<file path="src/core/ceils_pkg.sv">
// Purpose: Shared types and constants of the sideband control block
// Assumes: One 10 MHz clock, synchronous active-high reset
// Notes: Pin polarities are active high inside the block
package ceils_pkg;

  localparam int SYNC_STAGES = 2;
  localparam logic RST_ERR = 1'b0;
  localparam logic RST_LAPIC_EN = 1'b1;
  localparam logic RST_NE_BIT = 1'b0;

  typedef enum logic [1:0] {
    CEILS_RUN,
    CEILS_INIT,
    CEILS_SELFTEST
  } ceils_mode_type;

  // Asynchronous sideband inputs in pin order
  typedef struct packed {
    logic ignore_numeric_error_in;
    logic soft_init;
    logic [1:0] local_interrupt_pins;
    logic probe_request;
    logic stop_clock_request;
    logic bus_initialise;
  } ceils_async_type;

  localparam int ASYNC_W = $bits(ceils_async_type);

  typedef struct packed {
    ceils_async_type sync1;
    ceils_async_type sync2;
    logic internal_error_out;
    logic shutdown_req;
    logic fp_err_pending;
    logic fp_exception;
    logic lapic_en;
    logic numeric_error_enable_bit;
    logic prev_reset;
    logic selftest_req;
    logic integer_reset;
    logic atomic_lock;
    logic probe_ready;
    logic break_event;
    ceils_mode_type mode;
  } ceils_state_type;

endpackage : ceils_pkg

</file>
<file path="src/core/ceils_sideband.sv">
// Purpose: Error, init, interrupt fallback, lock and probe sideband logic
// Assumes: Async pins enter through two-stage synchronisers
// Notes: Core execution and bus phases are outside this block
// Notes: Register outputs follow a pin change three edges later
// Notes: Synchronisers keep sampling while hard reset is held
`timescale 1ns/1ps
`default_nettype none
module ceils_sideband (
  input wire logic sys_clk_i,
  input wire logic rst_i,
  input wire ceils_pkg::ceils_async_type async_i,
  input wire logic internal_fault_i,
  input wire logic fp_error_i,
  input wire logic fp_noncontrol_i,
  input wire logic fp_error_clear_i,
  input wire logic cfg_write_i,
  input wire logic cfg_lapic_en_i,
  input wire logic cfg_ne_bit_i,
  input wire logic lock_start_i,
  input wire logic lock_end_i,
  input wire logic debug_ready_i,
  input wire logic snoop_req_i,
  output logic internal_error_out_o,
  output logic shutdown_req_o,
  output logic fp_exception_o,
  output logic integer_reset_o,
  output logic selftest_req_o,
  output logic snoop_ack_o,
  output logic maskable_interrupt_request_o,
  output logic nonmaskable_interrupt_o,
  output logic [1:0] local_interrupt_o,
  output logic atomic_lock_o,
  output logic probe_ready_o,
  output logic break_event_o,
  output logic lapic_en_o,
  output logic numeric_error_enable_bit_o
);

  ceils_pkg::ceils_state_type state;
  ceils_pkg::ceils_state_type next_state;
  logic init_rise;
  logic ignore_active;
  logic error_clear;
  logic fp_trap;

  // Fallback pin when controller disabled
  function automatic logic fallback_pin(input logic ctrl_en, input logic pin);
    fallback_pin = !ctrl_en && pin;
  endfunction : fallback_pin

  // Local interrupt pin while controller enabled
  function automatic logic local_pin(input logic ctrl_en, input logic pin);
    local_pin = ctrl_en && pin;
  endfunction : local_pin

  // Mode entered at reset release
  function automatic ceils_pkg::ceils_mode_type release_mode(input logic init_seen);
    if (init_seen) begin
      release_mode = ceils_pkg::CEILS_SELFTEST;
    end else begin
      release_mode = ceils_pkg::CEILS_RUN;
    end
  endfunction : release_mode

  // New soft init only counts outside init
  assign init_rise = state.sync2.soft_init && (state.mode != ceils_pkg::CEILS_INIT);
  // Ignore input only counts while numeric enable clear
  assign ignore_active = state.sync2.ignore_numeric_error_in && !state.numeric_error_enable_bit;
  // Bus or soft init ends a held error
  assign error_clear = state.sync2.bus_initialise || state.sync2.soft_init;
  // Noncontrol instruction meets unignored pending error
  assign fp_trap = fp_noncontrol_i && state.fp_err_pending && !ignore_active;

  always_comb begin
    next_state = state;
    // Two-stage synchroniser
    next_state.sync1 = async_i;
    next_state.sync2 = state.sync1;
    // One-cycle pulses drop by default
    next_state.prev_reset = 1'b0;
    next_state.shutdown_req = 1'b0;
    next_state.fp_exception = 1'b0;
    next_state.integer_reset = 1'b0;
    next_state.selftest_req = 1'b0;
    // Configuration write
    if (cfg_write_i) begin
      next_state.lapic_en = cfg_lapic_en_i;
      next_state.numeric_error_enable_bit = cfg_ne_bit_i;
    end
    // Internal error, cleared by bus or soft init
    if (error_clear) begin
      next_state.internal_error_out = 1'b0;
    end else if (internal_fault_i && !state.internal_error_out) begin
      next_state.internal_error_out = 1'b1;
      next_state.shutdown_req = 1'b1;
    end
    // Numeric error tracking, new error wins over clear
    if (fp_error_i) begin
      next_state.fp_err_pending = 1'b1;
    end else if (fp_error_clear_i) begin
      next_state.fp_err_pending = 1'b0;
    end
    if (fp_trap) begin
      next_state.fp_exception = 1'b1;
    end
    // Pending error stays pending while ignored
    // Mode machine
    case (state.mode)
      ceils_pkg::CEILS_RUN: begin
        if (init_rise) begin
          next_state.mode = ceils_pkg::CEILS_INIT;
          next_state.integer_reset = 1'b1;
        end
      end
      ceils_pkg::CEILS_INIT: begin
        // Back to run mode once soft init releases
        if (!state.sync2.soft_init) begin
          next_state.mode = ceils_pkg::CEILS_RUN;
        end
      end
      ceils_pkg::CEILS_SELFTEST: begin
        next_state.mode = ceils_pkg::CEILS_RUN;
      end
      default: begin
        next_state.mode = ceils_pkg::CEILS_RUN;
      end
    endcase
    // Sample soft init at reset release
    if (state.prev_reset) begin
      next_state.selftest_req = state.sync2.soft_init;
      next_state.mode = release_mode(state.sync2.soft_init);
    end
    // Lock from first to last transaction
    if (lock_start_i) begin
      next_state.atomic_lock = 1'b1;
    end else if (lock_end_i) begin
      next_state.atomic_lock = 1'b0;
    end
    // Debug readiness from the core
    next_state.probe_ready = debug_ready_i;
    // Break event held until stop clock drops
    if (!state.sync2.stop_clock_request) begin
      next_state.break_event = 1'b0;
    end else if (state.sync2.probe_request) begin
      next_state.break_event = 1'b1;
    end
  end

  always_ff @(posedge sys_clk_i) begin
    if (rst_i) begin
      state <= '0;
      // Sync chain keeps running so soft init is seen at release
      state.sync1 <= async_i;
      state.sync2 <= state.sync1;
      state.internal_error_out <= ceils_pkg::RST_ERR;
      state.shutdown_req <= 1'b0;
      state.fp_err_pending <= 1'b0;
      state.fp_exception <= 1'b0;
      state.selftest_req <= 1'b0;
      state.integer_reset <= 1'b0;
      state.atomic_lock <= 1'b0;
      state.probe_ready <= 1'b0;
      state.break_event <= 1'b0;
      state.lapic_en <= ceils_pkg::RST_LAPIC_EN;
      state.numeric_error_enable_bit <= ceils_pkg::RST_NE_BIT;
      state.prev_reset <= 1'b1;
      state.mode <= ceils_pkg::CEILS_RUN;
    end else begin
      state <= next_state;
    end
  end

  // Register-fed outputs
  assign internal_error_out_o = state.internal_error_out;
  assign shutdown_req_o = state.shutdown_req;
  assign fp_exception_o = state.fp_exception;
  assign integer_reset_o = state.integer_reset;
  assign selftest_req_o = state.selftest_req;
  // Snoops answered also during soft init
  assign snoop_ack_o = snoop_req_i;
  // Pin fallback when controller disabled
  assign maskable_interrupt_request_o = fallback_pin(state.lapic_en,
    state.sync2.local_interrupt_pins[0]);
  assign nonmaskable_interrupt_o = fallback_pin(state.lapic_en,
    state.sync2.local_interrupt_pins[1]);
  // Local interrupt pins while controller enabled
  assign local_interrupt_o[0] = local_pin(state.lapic_en, state.sync2.local_interrupt_pins[0]);
  assign local_interrupt_o[1] = local_pin(state.lapic_en, state.sync2.local_interrupt_pins[1]);
  assign atomic_lock_o = state.atomic_lock;
  assign probe_ready_o = state.probe_ready;
  assign break_event_o = state.break_event;
  assign lapic_en_o = state.lapic_en;
  assign numeric_error_enable_bit_o = state.numeric_error_enable_bit;

endmodule : ceils_sideband
`default_nettype wire

</file>
<file path="config.mk">
export PLATFORM = sky130hd
export DESIGN_NAME = ceils_sideband
export DESIGN_NICKNAME = d
export VERILOG_FILES = /design/src/core/ceils_pkg.sv /design/src/core/ceils_sideband.sv
export SDC_FILE = /design/constraint.sdc
export NUM_CORES = 1
export LEC_CHECK = 0
export BUFFER_PORTS_ARGS = -buffer_cell sky130_fd_sc_hd__buf_2
export CAP_MARGIN = 20
export CORE_MARGIN = 2
export CORE_UTILIZATION = 46
export CTS_CLUSTER_DIAMETER = 50
export CTS_CLUSTER_SIZE = 25
export DETAILED_ROUTE_END_ITERATION = 12
export GPL_TIMING_DRIVEN = 1
export PLACE_DENSITY = 0.89
export SETUP_SLACK_MARGIN = 0.5
export SYNTH_ARGS = -nofsm -noshare
export SYNTH_HDL_FRONTEND = slang
export SYNTH_SLANG_ARGS = --single-unit
</file>
<file path="constraint.sdc">
create_clock -name sys_clk_i -period 2.2 [get_ports sys_clk_i]
set_clock_uncertainty 0.2 [all_clocks]
set_input_delay 0.11 -clock sys_clk_i [delete_from_list [all_inputs] [get_ports sys_clk_i]]
set_output_delay 0.11 -clock sys_clk_i [all_outputs]
set_load 0.05 [all_outputs]
</file>
; After elaboration in Yosys (flattened, before gate mapping)
; Cells that the tools add are included.
[classes]
n_eq_ne = 4
muxes = 17
bitwise = 3
reduce_logical = 22
[ops]
columns = operator, count
row1 = 1-bit 2-to-1 mux, 11
row2 = 1-bit logical AND, 9
row3 = 2-bit 2-to-1 mux, 4
row4 = 8-bit 2-to-1 mux, 1
row5 = 2-bit OR reduction, 4
row6 = "3-bit inequality test, second input constant", 2
row7 = 1-bit zero test, 4
row8 = 2-bit one-hot mux with 2 select lines, 1
row9 = 2-bit nonzero test, 2
row10 = 1-bit NOT, 3
row11 = "2-bit by 1-bit == test with 1-bit output, second input constant", 1
row12 = 2-bit zero test, 1
row13 = "2-bit by 1-bit inequality test with 1-bit output, second input constant", 1
row14 = 2-bit AND reduction, 1
row15 = 1-bit logical OR, 1
[totals]
register_bits = 28
inputBits = 20
output_inout_bits = 15
elab_cells = 71

; Longest topological paths before layout
[logic_depth]
word_depth = 6
mapped_depth = 2
depth_no_buf = 2

; Worst setup path after synthesis
; OpenSTA, ideal clock, no wires.
[synth_timing]
kind = register -> output
from = register state (netlist bit lapic_en_o)
to = output port maskable_interrupt_request_o
arrival_ns = 1.261
required_ns = 1.890
setup_slack_ns = 0.629
path_stages_with_launch = 2
path_buffers = 0
path_cell_list = dfxtp_1 > nor2b_1
[synth_via]
elab_chain_cells = 2
[synth_rtl]
columns = item, line_no
row1 = start: declaration, ceils_sideband.sv:39  ; ceils_pkg::ceils_state_type state;
row2 = start signal: assignment, ceils_sideband.sv:169  ; state <= next_state;
row3 = 1-bit zero test, ceils_sideband.sv:48  ; fallback_pin = !ctrl_en && pin;
row4 = 1-bit logical AND, ceils_sideband.sv:48
row5 = end: declaration, ceils_sideband.sv:29  ; output logic maskable_interrupt_request_o,
; No other way between the ends.

; Final worst setup path
[layout_timing]
from = input port rst_i
to = register state (netlist bit lapic_en_o)
[layout_rtl]
columns = item, line_no
row1 = start: declaration, ceils_sideband.sv:10  ; input wire logic rst_i,
; No word-level cell between the ends.

==> results by group <==
Drt
  – Drt total wl: 1.67 mm
  – DRC Markers: 0
  – Via count: 595
  – 1st-iter DRT viols: 12
  – Drt pass-1 iters: 4
  – Vias per cell: between 4 and 5
  – DR WL/cell: 12.9 um
  – Antenna viol nets, final: 0

Setup path
  – CP Max Fanout: 13
  – CP required: 2.22 ns
  – CP arrival: 1.67 ns
  – Start-to-end type of the worst setup path: primary input to flip-flop
  – Crit end category: flip-flop
  – Crit path launch type: primary input

Global routing
  – Total track usage: a little under a fifth
  – Global-route wire length before repair: 2.44 mm
  – Antenna violations before repair: 0
  – Pin count of the biggest net entering global routing: 17
  – Total grt overflow: 0
  – Vias in the first global route: 596

STA
  – RSZ-0062 raised after global routing: no
  – Part of the cycle the worst path needs: around 75%
  – Setup-failing EPs final: 0
  – Tmin final: approximately 1.6 ns
  – Final Hold Viols: 0
  – Top achievable clock speed: 0.607 GHz
  – Worst Hold Slack: ~0.020 ns
  – Slew margin rel.: between 80% and 90%
  – Final Slew Violations: 0
  – Final setup TNS: 0 ns
  – Worst-Margin Slew: 0.241 ns
  – Post-route setup slack: 0.552 ns

Final layout
  – Finished Cell Area: 0.00117 mm^2
  – Share of layout cells above drive strength 1: between 30 and 40%
  – Core Util, Final: 76.7%
  – Synth-to-Final Area Change: 56.2%
  – Nets: about 130
  – N_diodes: 0

Power and ir drop
  – Largest vdd supply drop: 0.569 mV
  – Pwr per Cell Area: 853 mW/mm^2
  – Pleak: 0.564 nW

Yosys
  – Unique masters post-synth: 17
  – Post-Synth XOR/XNOR Area: 0%
  – Simple-gate area share of the yosys netlist: between 10% and 20%
  – Synthesized area: 748 um^2
  – Register area share after synthesis: 74.9%
  – Synth Area in Compound Gates: under 10%
  – Main combinational cell family by area after synthesis: simple AND/OR/NAND/NOR gates
  – Syn Inst Count: 59
  – Synthesis Warnings: 0
  – Synthesized net count: 79
  – #FFs+latches synth: 28
  – Adder-Cell Fraction of Synth Area: 0%
  – Mux share of post-synthesis cell area: between 1 and 1.5%
  – Mean Syn Cell Area: between 10 and 15 um^2

Floorplanning
  – Initial core utilization: between 40% and 50%
  – Num rows: 14
  – # IOs: 35
  – Die Ht: 44.3 um
  – Core Box Area: 0.00152 mm^2
  – Die W: 44.3 um
  – Die area: slightly below 0.002 mm^2

Clock network
  – Root buffer cell: clkbuf_4
  – Clock buffer count from CTS: 3
  – CTS tree: done
  – Clock sink total: 28
  – Clock transition at path regs: 0.14 ns
  – Clock Latency Late Sink: around 0.31 ns
  – CTS max path bufs: 2
  – Post_cts resized: 0
  – Htree depth: 1

Placement
  – PortBufs: 32
  – Pre-CTS setup slack: 1.12 ns
  – Dpl cell area: roughly 920 um^2
  – Final GP Congestion: between 0.6 and 0.7

Run
  – Max-cap violation count: 0

Hold path
  – Hold Crit Class: primary input to primary output

Status
  – Run status: complete, no violations
[worst max-delay path: stages]
cell and delay, ns:
dlygate4sd3_1 0.53, buf_2 0.20, a211o_1 0.29, dlygate4sd3_1 0.55
[registers in the layout, indices dropped and copies added (netlist names)]
register,cells
next_state,7
state,11
lapic_en_o,1
fp_exception_o,1
break_event_o,1
integer_reset_o,1
atomic_lock_o,1
numeric_error_enable_bit_o,1
internal_error_out_o,1
selftest_req_o,1
probe_ready_o,1
shutdown_req_o,1
[final timing paths]
kind / cells past startpoint / slack, ns / from / end
worst min-delay path: 0 / 0.02 / snoop_req_i / snoop_ack_o
worst max register to register: 3 / 0.61 / lapic_en_o / lapic_en_o
worst max-delay path: 4 / 0.55 / rst_i / lapic_en_o
worst min register to register: 0 / 0.15 / next_state[17] / state[17]
[report_power, final]
part / switching [mW] / leakage (nW) / internal [mW]
clock: 0.139 / 0.0279 / 0.184
combinational: 0.0731 / 0.302 / 0.0562
sequential: 0.0108 / 0.234 / 0.533
[placed cells by master (no fill, tap or decap), drive strengths merged]
cell         netlist  layout
nor2               5       5
or3b               1       1
nand2b             3       3
nand2              1       1
and2               2       2
bufinv             0       1
buf                2      32
nor3               1       1
a211o              1       1
inv                2       2
dlygate4sd3        0      20
nor4               2       2
dfxtp             28      28
nor3b              1       1
clkbuf             0       3
mux2i              1       1
nor2b              5       5
and3b              2       2
a21oi              2       2
[routing by layer]
metal / vias to the layer above / part of all wire (%) / wire, um / track usage (%)
li1: 299 / - / - / -
met3: 4 / 4.6 / 77 / 2.45
met5: - / 0 / 0 / 0
met4: 0 / 1.9 / 31 / 9.70
met2: 20 / 58 / 960 / 35.9
met1: 272 / 36 / 598 / 17.8
[cell usage after synthesis]
cell type | instances | area share (%)
a211o_1 | 1 | 1.2
nor3_1 | 1 | 0.67
nand2b_1 | 3 | 2.5
a21oi_1 | 2 | 1.3
dfxtp_1 | 28 | 75
and2_1 | 2 | 1.7
nor4_1 | 2 | 1.7
nor3b_1 | 1 | 1.0
inv_1 | 2 | 1.0
nand2_1 | 1 | 0.50
nor2b_1 | 5 | 4.2
buf_2 | 1 | 0.67
and3b_2 | 2 | 2.7
or3b_1 | 1 | 1.2
mux2i_1 | 1 | 1.3
nor2_1 | 5 | 2.5
buf_4 | 1 | 1.0
[area by class of cell]
| type | count | area, um^2 |
|---|---|---|
| clock buffers | 3 | 22.5 |
| flip-flops and latches | 28 | 561 |
| fillers | 92 | 355 |
| well taps | 16 | 20.0 |
| multi-input cells | 27 | 168 |
| inverters | 2 | 7.51 |
| repair buffers | 52 | 360 |
| clock inverters | 1 | 30.0 |
[repair_timing]
action                    CTS  global route
buffers inserted            0             0
hold buffers               20             0
hold endpoints to repair   17             0
[through the flow]
step | cells | power [mW]
floorplan | 59 | 0.624
global placement | 105 | 0.648
detailed placement | 105 | 0.652
CTS | 129 | 1.00
global route | 129 | 1.02
finish | 129 | 0.997
[kinds of logic after synthesis]
kind of cell,after synthesis
AOI/OAI and AO/OA,3
and+or+nand+nor,23
buffers and inverters,4
muxes,1
DFF,28
No activity file was read; power rests on OpenSTA's default activity.
